File: src/hw/rtca_pkg.sv
// constants, field layout and helper functions for the clock output and alarm configuration block
package rtca_pkg;

  // ==========================================================
  // register byte offsets
  localparam logic [4:0] OFF_CAL_CFG = 5'h00;
  localparam logic [4:0] OFF_PAD_SEL = 5'h04;
  localparam logic [4:0] OFF_AL_CFG = 5'h08;
  localparam logic [4:0] OFF_AL_VAL = 5'h0c;
  localparam logic [4:0] OFF_IRQ_STAT = 5'h10;
  localparam logic [4:0] OFF_IRQ_MASK = 5'h14;

  // ==========================================================
  // field positions
  localparam int CAL_OE_BIT = 10;
  localparam int PAD_SEL_BIT = 1;
  localparam int PAD_FOREIGN_BIT = 0;
  localparam int AL_EN_BIT = 15;
  localparam int AL_CHIME_BIT = 14;
  localparam int AL_MASK_LSB = 10;
  localparam int AL_PTR_LSB = 8;
  localparam int AL_RPT_LSB = 0;
  localparam int IRQ_ALARM_BIT = 0;
  localparam int IRQ_AUTOOFF_BIT = 1;

  // ==========================================================
  // reset values and pointer codes
  localparam logic [15:0] AL_CFG_RST = 16'h0000;
  localparam logic [15:0] AL_VAL_RST = 16'h0000;
  localparam logic [1:0] IRQ_RST = 2'h0;
  localparam logic [1:0] PTR_LAST = 2'h0;
  localparam logic [1:0] PTR_NONE = 2'h3;

  // ==========================================================
  // alarm period mask codes
  localparam logic [3:0] AM_HALF_SEC = 4'h0;
  localparam logic [3:0] AM_SEC = 4'h1;
  localparam logic [3:0] AM_TEN_SEC = 4'h2;
  localparam logic [3:0] AM_MIN = 4'h3;
  localparam logic [3:0] AM_TEN_MIN = 4'h4;
  localparam logic [3:0] AM_HOUR = 4'h5;
  localparam logic [3:0] AM_DAY = 4'h6;
  localparam logic [3:0] AM_WEEK = 4'h7;
  localparam logic [3:0] AM_MONTH = 4'h8;
  localparam logic [3:0] AM_YEAR = 4'h9;

  // ==========================================================
  // byte-lane merge of a bus write into a 16-bit register
  function automatic logic [15:0] merge16(input logic [15:0] old, input logic [31:0] wdata,
                                          input logic [3:0] be);
    logic [15:0] res;
    res = old;
    if (be[0]) begin
      res[7:0] = wdata[7:0];
    end
    if (be[1]) begin
      res[15:8] = wdata[15:8];
    end
    return res;
  endfunction

  // alarm match for a mask code; words hold min:sec, weekday:hour, month:day
  function automatic logic mask_match(input logic [3:0] code, input logic new_sec,
                                      input logic [15:0] a0, input logic [15:0] a1,
                                      input logic [15:0] a2, input logic [15:0] t0,
                                      input logic [15:0] t1, input logic [15:0] t2);
    logic m;
    m = 1'b0;
    case (code)
      AM_HALF_SEC: m = 1'b1;
      AM_SEC: m = new_sec;
      AM_TEN_SEC: m = new_sec && (a0[3:0] == t0[3:0]);
      AM_MIN: m = new_sec && (a0[7:0] == t0[7:0]);
      AM_TEN_MIN: m = new_sec && (a0[11:0] == t0[11:0]);
      AM_HOUR: m = new_sec && (a0 == t0);
      AM_DAY: m = new_sec && (a0 == t0) && (a1[7:0] == t1[7:0]);
      AM_WEEK: m = new_sec && (a0 == t0) && (a1 == t1);
      AM_MONTH: m = new_sec && (a0 == t0) && (a1[7:0] == t1[7:0]) && (a2[7:0] == t2[7:0]);
      AM_YEAR: m = new_sec && (a0 == t0) && (a1[7:0] == t1[7:0]) && (a2 == t2);
      default: m = 1'b0;
    endcase
    return m;
  endfunction

endpackage

File: src/hw/rtca_top.sv
// clock output pin selection and alarm configuration with an avalon-mm register slave
`timescale 1ns/100ps
module rtca_top (
  input wire logic mclk,
  input wire logic rst_n,
  input wire logic sys_rst_n,
  input wire logic [4:0] avs_address,
  input wire logic avs_read,
  input wire logic avs_write,
  input wire logic [31:0] avs_writedata,
  input wire logic [3:0] avs_byteenable,
  output logic [31:0] avs_readdata,
  output logic avs_waitrequest,
  input wire logic half_tick,
  input wire logic second_half,
  input wire logic [15:0] time_min_sec,
  input wire logic [15:0] time_wkd_hr,
  input wire logic [15:0] time_mon_day,
  output logic clock_out_pin,
  output logic foreign_pad_bit,
  output logic irq
);

  // ==========================================================
  // reset synchronisers
  logic [1:0] rst_pipe;
  logic [1:0] next_rst_pipe;
  logic rst_sync_n;
  logic [1:0] sys_pipe;
  logic [1:0] next_sys_pipe;
  logic sys_clear;

  // power-on reset release and other-reset sampling
  // the other reset is a level from outside, so it crosses two flip-flops before use
  always_comb begin
    next_rst_pipe = {rst_pipe[0], 1'b1};
    next_sys_pipe = {sys_pipe[0], sys_rst_n};
  end

  always_ff @(posedge mclk or negedge rst_n) begin
    if (!rst_n) begin
      rst_pipe <= 2'b00;
    end else begin
      rst_pipe <= next_rst_pipe;
    end
  end

  always_ff @(posedge mclk or negedge rst_sync_n) begin
    if (!rst_sync_n) begin
      sys_pipe <= 2'b11;
    end else begin
      sys_pipe <= next_sys_pipe;
    end
  end

  assign rst_sync_n = rst_pipe[1];
  assign sys_clear = ~sys_pipe[1];

  // ==========================================================
  // bus handshake
  logic [4:0] word_addr;
  logic rd_fire;
  logic wr_fire;
  logic next_waitrequest;
  logic [31:0] next_readdata;
  logic [15:0] rd_word;

  // one wait cycle, then the access completes with waitrequest low
  assign word_addr = {avs_address[4:2], 2'b00};
  assign rd_fire = avs_read && !avs_waitrequest;
  assign wr_fire = avs_write && !avs_waitrequest;

  // ==========================================================
  // write strobes, one per register; single-lane ones qualified by the byte lane that holds the field, 16-bit ones merged by lane
  logic wr_cal;
  logic wr_pad;
  logic wr_alcfg;
  logic wr_alval;
  logic wr_stat;
  logic wr_mask;

  // completed write at one offset; every strobe below shares this decode
  function automatic logic wr_at(input logic fire, input logic [4:0] addr, input logic [4:0] off);
    return fire && (addr == off);
  endfunction

  // single-bit fields sit in one lane, so a write to the other lane leaves them alone
  assign wr_cal = wr_at(wr_fire, word_addr, rtca_pkg::OFF_CAL_CFG) && avs_byteenable[1];
  assign wr_pad = wr_at(wr_fire, word_addr, rtca_pkg::OFF_PAD_SEL) && avs_byteenable[0];
  assign wr_alcfg = wr_at(wr_fire, word_addr, rtca_pkg::OFF_AL_CFG);
  assign wr_alval = wr_at(wr_fire, word_addr, rtca_pkg::OFF_AL_VAL);
  assign wr_stat = wr_at(wr_fire, word_addr, rtca_pkg::OFF_IRQ_STAT) && avs_byteenable[0];
  assign wr_mask = wr_at(wr_fire, word_addr, rtca_pkg::OFF_IRQ_MASK) && avs_byteenable[0];

  // ==========================================================
  // register state
  logic cal_oe;
  logic next_cal_oe;
  logic pad_sel;
  logic next_pad_sel;
  logic pad_foreign;
  logic next_pad_foreign;
  logic [15:0] al_cfg;
  logic [15:0] next_al_cfg;
  logic [1:0] irq_stat;
  logic [1:0] next_irq_stat;
  logic [1:0] irq_mask;
  logic [1:0] next_irq_mask;
  logic alarm_pulse;
  logic next_alarm_pulse;
  logic next_pin;
  logic next_irq;
  logic alarm_hit;
  logic auto_off;
  logic win_access;
  logic [15:0] al_rd_data;
  logic [15:0] al_w0;
  logic [15:0] al_w1;
  logic [15:0] al_w2;
  logic [1:0] al_ptr;
  logic [1:0] next_al_ptr;
  logic [7:0] al_rpt;

  assign al_ptr = al_cfg[rtca_pkg::AL_PTR_LSB +: 2];
  assign next_al_ptr = next_al_cfg[rtca_pkg::AL_PTR_LSB +: 2];
  assign al_rpt = al_cfg[rtca_pkg::AL_RPT_LSB +: 8];
  assign win_access = (rd_fire || wr_fire) && (word_addr == rtca_pkg::OFF_AL_VAL);

  // alarm event from the unmasked time fields on a half-second tick
  assign alarm_hit = half_tick && al_cfg[rtca_pkg::AL_EN_BIT]
    && rtca_pkg::mask_match(al_cfg[rtca_pkg::AL_MASK_LSB +: 4], ~second_half,
                            al_w0, al_w1, al_w2, time_min_sec, time_wkd_hr, time_mon_day);
  assign auto_off = alarm_hit && (al_rpt == 8'h00) && !al_cfg[rtca_pkg::AL_CHIME_BIT];

  // ==========================================================
  // alarm value window storage
  rtca_alarm_mem u_mem (
    .mclk(mclk),
    .rst_sync_n(rst_sync_n),
    .wr_en(wr_alval),
    .wr_idx(al_ptr),
    .wr_data(rtca_pkg::merge16(al_rd_data, avs_writedata, avs_byteenable)),
    .rd_idx(next_al_ptr),
    .rd_data(al_rd_data),
    .word_min_sec(al_w0),
    .word_wkd_hr(al_w1),
    .word_mon_day(al_w2)
  );

  // ==========================================================
  // read mux
  always_comb begin
    rd_word = 16'h0000;
    case (word_addr)
      rtca_pkg::OFF_CAL_CFG: rd_word[rtca_pkg::CAL_OE_BIT] = cal_oe;
      rtca_pkg::OFF_PAD_SEL: begin
        rd_word[rtca_pkg::PAD_SEL_BIT] = pad_sel;
        rd_word[rtca_pkg::PAD_FOREIGN_BIT] = pad_foreign;
      end
      rtca_pkg::OFF_AL_CFG: rd_word = al_cfg;
      rtca_pkg::OFF_AL_VAL: rd_word = al_rd_data;
      rtca_pkg::OFF_IRQ_STAT: rd_word[1:0] = irq_stat;
      rtca_pkg::OFF_IRQ_MASK: rd_word[1:0] = irq_mask;
      default: rd_word = 16'h0000;
    endcase
  end

  // handshake and read data next values
  always_comb begin
    next_waitrequest = 1'b1;
    next_readdata = avs_readdata;
    if ((avs_read || avs_write) && avs_waitrequest) begin
      next_waitrequest = 1'b0;
    end
    if (avs_read && avs_waitrequest) begin
      next_readdata = {16'h0000, rd_word};
    end
  end

  always_ff @(posedge mclk or negedge rst_sync_n) begin
    if (!rst_sync_n) begin
      avs_waitrequest <= 1'b1;
      avs_readdata <= 32'h0000_0000;
    end else begin
      avs_waitrequest <= next_waitrequest;
      avs_readdata <= next_readdata;
    end
  end

  // ==========================================================
  // power-on-only configuration: output enable and pad select
  always_comb begin
    next_cal_oe = cal_oe;
    next_pad_sel = pad_sel;
    next_pad_foreign = pad_foreign;
    if (wr_cal) begin
      next_cal_oe = avs_writedata[rtca_pkg::CAL_OE_BIT];
    end
    if (wr_pad) begin
      next_pad_sel = avs_writedata[rtca_pkg::PAD_SEL_BIT];
      next_pad_foreign = avs_writedata[rtca_pkg::PAD_FOREIGN_BIT];
    end
  end

  // cleared by power-on reset only, untouched by the other reset
  always_ff @(posedge mclk or negedge rst_sync_n) begin
    if (!rst_sync_n) begin
      cal_oe <= 1'b0;
      pad_sel <= 1'b0;
      pad_foreign <= 1'b0;
    end else begin
      cal_oe <= next_cal_oe;
      pad_sel <= next_pad_sel;
      pad_foreign <= next_pad_foreign;
    end
  end

  // ==========================================================
  // alarm configuration: event effects, pointer stepping, then bus write
  always_comb begin
    next_al_cfg = al_cfg;
    if (auto_off) begin
      next_al_cfg[rtca_pkg::AL_EN_BIT] = 1'b0;
    end else if (alarm_hit) begin
      next_al_cfg[rtca_pkg::AL_RPT_LSB +: 8] = 8'(al_rpt - 8'h01);
    end
    if (win_access && (al_ptr != rtca_pkg::PTR_LAST)) begin
      next_al_cfg[rtca_pkg::AL_PTR_LSB +: 2] = 2'(al_ptr - 2'h1);
    end
    if (wr_alcfg) begin
      next_al_cfg = rtca_pkg::merge16(al_cfg, avs_writedata, avs_byteenable);
    end
    if (sys_clear) begin
      next_al_cfg = rtca_pkg::AL_CFG_RST;
    end
  end

  always_ff @(posedge mclk or negedge rst_sync_n) begin
    if (!rst_sync_n) begin
      al_cfg <= rtca_pkg::AL_CFG_RST;
    end else begin
      al_cfg <= next_al_cfg;
    end
  end

  // ==========================================================
  // alarm pulse and pin drive
  always_comb begin
    next_alarm_pulse = alarm_pulse;
    if (alarm_hit) begin
      next_alarm_pulse = 1'b1;
    end else if (half_tick) begin
      next_alarm_pulse = 1'b0;
    end
    // the other reset silences the alarm pulse so the pin goes quiet with it when pad_sel selects the alarm pulse
    if (sys_clear) begin
      next_alarm_pulse = 1'b0;
    end
    next_pin = cal_oe && (pad_sel ? second_half : alarm_pulse);
  end

  // the pin leaves a flip-flop so a select change never glitches it
  always_ff @(posedge mclk or negedge rst_sync_n) begin
    if (!rst_sync_n) begin
      alarm_pulse <= 1'b0;
      clock_out_pin <= 1'b0;
      foreign_pad_bit <= 1'b0;
    end else begin
      alarm_pulse <= next_alarm_pulse;
      clock_out_pin <= next_pin;
      foreign_pad_bit <= pad_foreign; // passed on, not used here
    end
  end

  // ==========================================================
  // interrupt status and mask
  always_comb begin
    next_irq_stat = irq_stat;
    next_irq_mask = irq_mask;
    if (wr_stat) begin
      next_irq_stat = irq_stat & ~avs_writedata[1:0];
    end
    if (wr_mask) begin
      next_irq_mask = avs_writedata[1:0];
    end
    // a new event wins over a clear in the same cycle
    next_irq_stat[rtca_pkg::IRQ_ALARM_BIT] = next_irq_stat[rtca_pkg::IRQ_ALARM_BIT] | alarm_hit;
    next_irq_stat[rtca_pkg::IRQ_AUTOOFF_BIT] = next_irq_stat[rtca_pkg::IRQ_AUTOOFF_BIT] | auto_off;
    if (sys_clear) begin
      next_irq_stat = rtca_pkg::IRQ_RST;
      next_irq_mask = rtca_pkg::IRQ_RST;
    end
    next_irq = |(irq_stat & irq_mask);
  end

  // level interrupt, one cycle behind status and mask
  always_ff @(posedge mclk or negedge rst_sync_n) begin
    if (!rst_sync_n) begin
      irq_stat <= rtca_pkg::IRQ_RST;
      irq_mask <= rtca_pkg::IRQ_RST;
      irq <= 1'b0;
    end else begin
      irq_stat <= next_irq_stat;
      irq_mask <= next_irq_mask;
      irq <= next_irq;
    end
  end

endmodule

File: src/hw/rtca_alarm_mem.sv
// alarm value storage with one write port, registered read port and live words for matching
`timescale 1ns/100ps
module rtca_alarm_mem (
  input wire logic mclk,
  input wire logic rst_sync_n,
  input wire logic wr_en,
  input wire logic [1:0] wr_idx,
  input wire logic [15:0] wr_data,
  input wire logic [1:0] rd_idx,
  output logic [15:0] rd_data,
  output logic [15:0] word_min_sec,
  output logic [15:0] word_wkd_hr,
  output logic [15:0] word_mon_day
);

  logic [15:0] mem [0:2];
  logic [15:0] next_mem [0:2];
  logic [15:0] next_rd_data;

  // ==========================================================
  // write and read next values; index 3 holds nothing
  always_comb begin
    for (int i = 0; i < 3; i++) begin
      next_mem[i] = mem[i];
    end
    if (wr_en && (wr_idx != rtca_pkg::PTR_NONE)) begin
      next_mem[wr_idx] = wr_data;
    end
    next_rd_data = (rd_idx == rtca_pkg::PTR_NONE) ? 16'h0000 : next_mem[rd_idx];
  end

  // storage and read register
  always_ff @(posedge mclk or negedge rst_sync_n) begin
    if (!rst_sync_n) begin
      for (int i = 0; i < 3; i++) begin
        mem[i] <= rtca_pkg::AL_VAL_RST;
      end
      rd_data <= rtca_pkg::AL_VAL_RST;
    end else begin
      for (int i = 0; i < 3; i++) begin
        mem[i] <= next_mem[i];
      end
      rd_data <= next_rd_data;
    end
  end

  assign word_min_sec = mem[0];
  assign word_wkd_hr = mem[1];
  assign word_mon_day = mem[2];

endmodule

File: config.mk
export PLATFORM = sky130hd
export DESIGN_NAME = rtca_top
export DESIGN_NICKNAME = d
export VERILOG_FILES = /design/src/hw/rtca_pkg.sv /design/src/hw/rtca_top.sv /design/src/hw/rtca_alarm_mem.sv
export SDC_FILE = /design/constraint.sdc
export NUM_CORES = 1
export LEC_CHECK = 0
export BUFFER_PORTS_ARGS = -buffer_cell sky130_fd_sc_hd__buf_2
export CAP_MARGIN = 30
export CORE_UTILIZATION = 55
export DETAILED_ROUTE_END_ITERATION = 6
export PLACE_DENSITY_LB_ADDON = 0.08
export SKIP_LAST_GASP = 1
export SYNTH_ARGS = -nofsm -noshare
export SYNTH_HDL_FRONTEND = slang
export SYNTH_HIERARCHICAL = 1
export SYNTH_SLANG_ARGS = --single-unit
File: constraint.sdc
create_clock -name mclk -period 4.5 [get_ports mclk]
set_clock_uncertainty 0.2 [all_clocks]
set_input_delay 0.225 -clock mclk [delete_from_list [all_inputs] [get_ports mclk]]
set_output_delay 0.225 -clock mclk [all_outputs]
set_load 0.005 [all_outputs]
==> results <==
- TritonCTS created 9 clock buffers.
- The starting density of the core is 0.574.
- The count of yosys warnings during synthesis is 6.
- In the finished design, the share of the clock period the worst path needs comes to 0.805.
- The worst setup path is captured at a flop.
- The share of total power dissipated in sequential elements is 0.538.
- The number of design-rule violations left by the first detailed-router iteration is 235.
- The remaining design rule violation count is 0.
- After clock tree synthesis, the setup repair step added 0 buffers.
- TritonCTS built the clock tree.
- Setup total negative slack on the finished layout was measured at 0 ns.
- The sequential cells in the finished layout cover a total of 0.00281 mm2.
- The part of the Yosys area used for sequential elements is 0.469.
- The number of instances in the synthesized netlist is 537.
- The first-pass GRT wire length is 23.5 mm.
- Of the total power, the share spent switching nets is 0.280.
- In the synthesized netlist, the cells that appear most often are dfrtp_1 (109), mux2_2 (57), nand2_1 (51).
- The number of antenna violations at the first check in global routing is 0.
- The number of failing setup endpoints in the final timing report is 0.
- Leaving out filler cells and counting taps, the final layout contains 783.
- The mapped cell area is 0.00598 mm2.
- After detailed routing, the wire length on met1 is 6.66 mm.
- The path type of the worst setup path is in -> reg.
- The class of the most critical hold timing path is in -> reg.
- Setup repair after global routing left no endpoint under its margin.
- Entering global routing, the biggest net connects 46 pins.
- The count of input and output buffers is 95.
- The tree built by TritonCTS fans out to 112 sinks.
- Derived from the worst setup path, the maximum achievable clock frequency is 276 MHz.
- The share of flip-flops with an asynchronous set or reset after synthesis is 1.00.
- The critical path starts at avs_address[4].
- After detailed routing, the average wire length per cell comes to 18.6 um.
- The total wire length after detailed routing is 14.6 mm.
- The overall power consumption is 2.24 mW.
- In this run the number of H-tree levels came out at 3.
- The total via count in the routed design is 4440.
- The max-slew violation count was 0.
- The relative area change from synthesis to final layout is 14.8%.
- The most used flip-flop cell after synthesis is dfrtp_1.
- The floorplan step set the die width to 106 um.
- The worst hold path begins at avs_writedata[5].
- The register bit count reported by yosys is 112.
- The proportion of power drawn by combinational gates is 0.189.
- The relative slew slack is 0.415.
- The type of element launching the critical path is an input port.
- The run finished with clean final reports.
- The post-detailed-route via-to-cell ratio is 5.67.
- Of the cells placed in the final design, the portion with a size suffix greater than 1 is 0.303.
- The top cell type's share of synthesized area is 0.456.
- The portion of synthesized area spent on multiplexers is 0.186.
- The max capacitance violation total is 0.
- The top layer reached by signal wires is met4.
- The height of the die is 106 um.
- The mean instance size in the synthesized netlist is 11.1 um2.
- The total overflow reported by the global router is 0.
- The clock tree root buffer cell is clkbuf_8.
- The via count of the first global-routing pass is 4518.
- After filler insertion, the fill cell instance count of the layout stands at 847.
- Along the worst path, the maximum fanout reaches 29.
- The core region is 0.0104 mm2.
- Including well taps, the total number of placed cells is 749.
- In the post-synthesis netlist, the biggest area contributors are dfrtp_1 (46%), mux2_2 (11%), mux2i_1 (5.4%), xnor2_1 (4.4%), nand2_1 (3.2%).
- The detailed-router iteration count before antenna repair is 5.
- The worst endpoint data arrival time is 3.67 ns.
- The reg-to-reg startpoint is avs_waitrequest.
- The number of hold-slack violations in the final timing report is 0.
- For this run, the post-layout net count is 741.
- Of the total synthesized cell area, the portion taken by AND, OR, NAND and NOR gates is 0.117.
- The post-route antenna net violation count is 0.
- The power density over cell area is 326 mW/mm2.
- The power spent charging and discharging nets is 0.627 mW.
- The final weighted congestion of routability-driven global placement is 0.854.
- The post-synthesis cell type count is 61.
- The routed wire length on met2 is 6.85 mm.
- Row generation in the floorplan step produced 37 rows.
- The count of antenna diodes in the layout is 0.
- Counting I/O delays and the setup requirement, the final critical path takes 3.62 ns.
- The combined area of the multi-input logic cells is 0.00294 mm2.
- In this run, synthesis inferred 0 flip-flops with an integrated enable.
- After clock tree synthesis, the clock-pin slew on the worst setup and hold paths is 0.10 ns.
- The internal cell power is 1.61 mW.
- The total leakage power is 3.19 nW.
- The transition time at the pin with the least slew margin is 0.875 ns.
- At the later pin of the worst-skew pair, clock insertion delay measures 0.37 ns.
- The post-synthesis share of cell area spent on full adders, half adders and majority gates is 0.00627.
- The worst-case IR drop observed on VDD is 0.000184 V.
- The post-cts repair resize count is 0.
- Of the total synthesized cell area, the portion taken by XOR and XNOR cells is 0.0703.
- Yosys instantiated no cell more often than dfrtp_1.
- The biggest area contributor in the post-synthesis netlist is dfrtp_1.
- Of the total power, the clock network draws 0.273.
- The worst register-to-register path has a setup slack of 1.09 ns.
- In the global route stage, overall resource usage came out at 0.275.
- Hold timing on the final database bottoms out at a slack of 0.0143 ns.
- The post-synthesis compound-gate area fraction is 0.0991.
- The maximum clock insertion buffer count is 2.
- 132 I/O pins were placed.
- The full die area is 0.0113 mm2.
- By area, the combinational part of the netlist is dominated by multiplexers.
- The post-detailed-placement half-perimeter wirelength is 10.6 mm.
- The met3 wire length is 780 um.
- The required time of the worst setup path is 4.55 ns.
worst paths after layout:
path	end	depth (start not counted)
max	u_mem/rd_data[6]	10
max in group asynchronous	al_cfg[10]	1
min reg2reg	u_mem/word_min_sec[2]	0
min	al_cfg[5]	3
max reg2reg	u_mem/rd_data[6]	8
min in group asynchronous	u_mem/word_min_sec[2]	0
what timing repair did:
item,in CTS,in global routing
hold endpoints to repair,19,0
endpoints found under the setup margin,0,0
hold buffers,18,0
power by group through the flow:
stage / logic, mW / clock network [mW] / registers, mW
5_1_grt: 0.465 / 0.656 / 1.22
2_1_floorplan: 0.286 / 0 / 1.19
4_1_cts: 0.421 / 0.624 / 1.20
3_5_place_dp: 0.406 / 0 / 1.22
3_3_place_gp: 0.386 / 0 / 1.23
6_report: 0.423 / 0.611 / 1.20
worst max-delay path, cell delays in order:
cell and delay, ns:
dlygate4sd3_1 0.53, buf_2 0.20, nor3b_1 0.51, and3b_1 0.23
buf_4 0.29, nand2_1 0.29, a31oi_2 0.70, buf_4 0.37
mux2i_1 0.23, o21ai_1 0.09
per-layer routing:
layer / global-route usage / vias to the layer above
li1: - / 2097
met1: 0.382 / 2164
met2: 0.436 / 156
met3: 0.0448 / 23
met4: 0.102 / 0
met5: 0 / -
cell type report:
cell class	instances	area share
clock inverter	3	0.00583
multi-input combinational	391	0.428
timing repair buffer	120	0.105
clock buffer	13	0.0231
inverter	8	0.00437
sequential	112	0.409
tap	136	0.0248
per-stage QoR:
stage	setup WS, ns	area (um2)	utilization
final	0.876	6870	0.659
after global routing	0.690	6870	0.659
after CTS	0.922	6870	0.659
after detailed placement	1.10	6490	0.623
after global placement	1.15	6470	0.621
after floorplan	0.954	6040	-
cell usage in the layout, fill, tap and decap left out, types with 4 or more instances in the layout:
cell / Yosys / routed
dfrtp_1: 109 / 108
buf_2: 3 / 95
mux2_2: 57 / 57
nand2_1: 51 / 51
mux2i_1: 32 / 32
xnor2_1: 30 / 30
a21oi_1: 20 / 20
nor2_1: 19 / 19
xor2_1: 18 / 18
dlygate4sd3_1: 0 / 18
conb_1: 2 / 17
o31ai_1: 16 / 16
o21ai_0: 15 / 15
nand3_1: 11 / 11
clkbuf_8: 0 / 11
o21ai_1: 11 / 11
mux2_4: 10 / 10
inv_1: 7 / 7
nor4_1: 7 / 7
nand4_1: 7 / 7
nor3_1: 7 / 7
buf_4: 18 / 6
nor3b_1: 5 / 5
o211ai_1: 5 / 5
nand2b_1: 5 / 5
a31oi_1: 5 / 4
a22o_1: 4 / 4
registers in the layout, indices dropped and copies added, names as in the netlist:
register	count
u_mem/word_wkd_hr	16
pad_sel	1
irq_stat	2
irq	1
al_cfg	16
cal_oe	1
sys_pipe	2
avs_readdata	16
avs_waitrequest	1
alarm_pulse	1
u_mem/rd_data	16
irq_mask	2
u_mem/word_min_sec	16
rst_pipe	2
foreign_pad_bit	1
clock_out_pin	1
u_mem/word_mon_day	16
pad_foreign	1
logic make-up (layout without fill, tap and decap cells):
logic type | after synthesis | in the layout
and+or+nand+nor | 133 | 133
DFF | 112 | 112
adders and majority gates | 3 | 3
other | 2 | 17
AOI/OAI and AO/OA | 91 | 91
muxes | 99 | 99
xor gates and xnor gates | 48 | 48
buffers and inverters | 49 | 144
(Power assumes the default switching activity.)
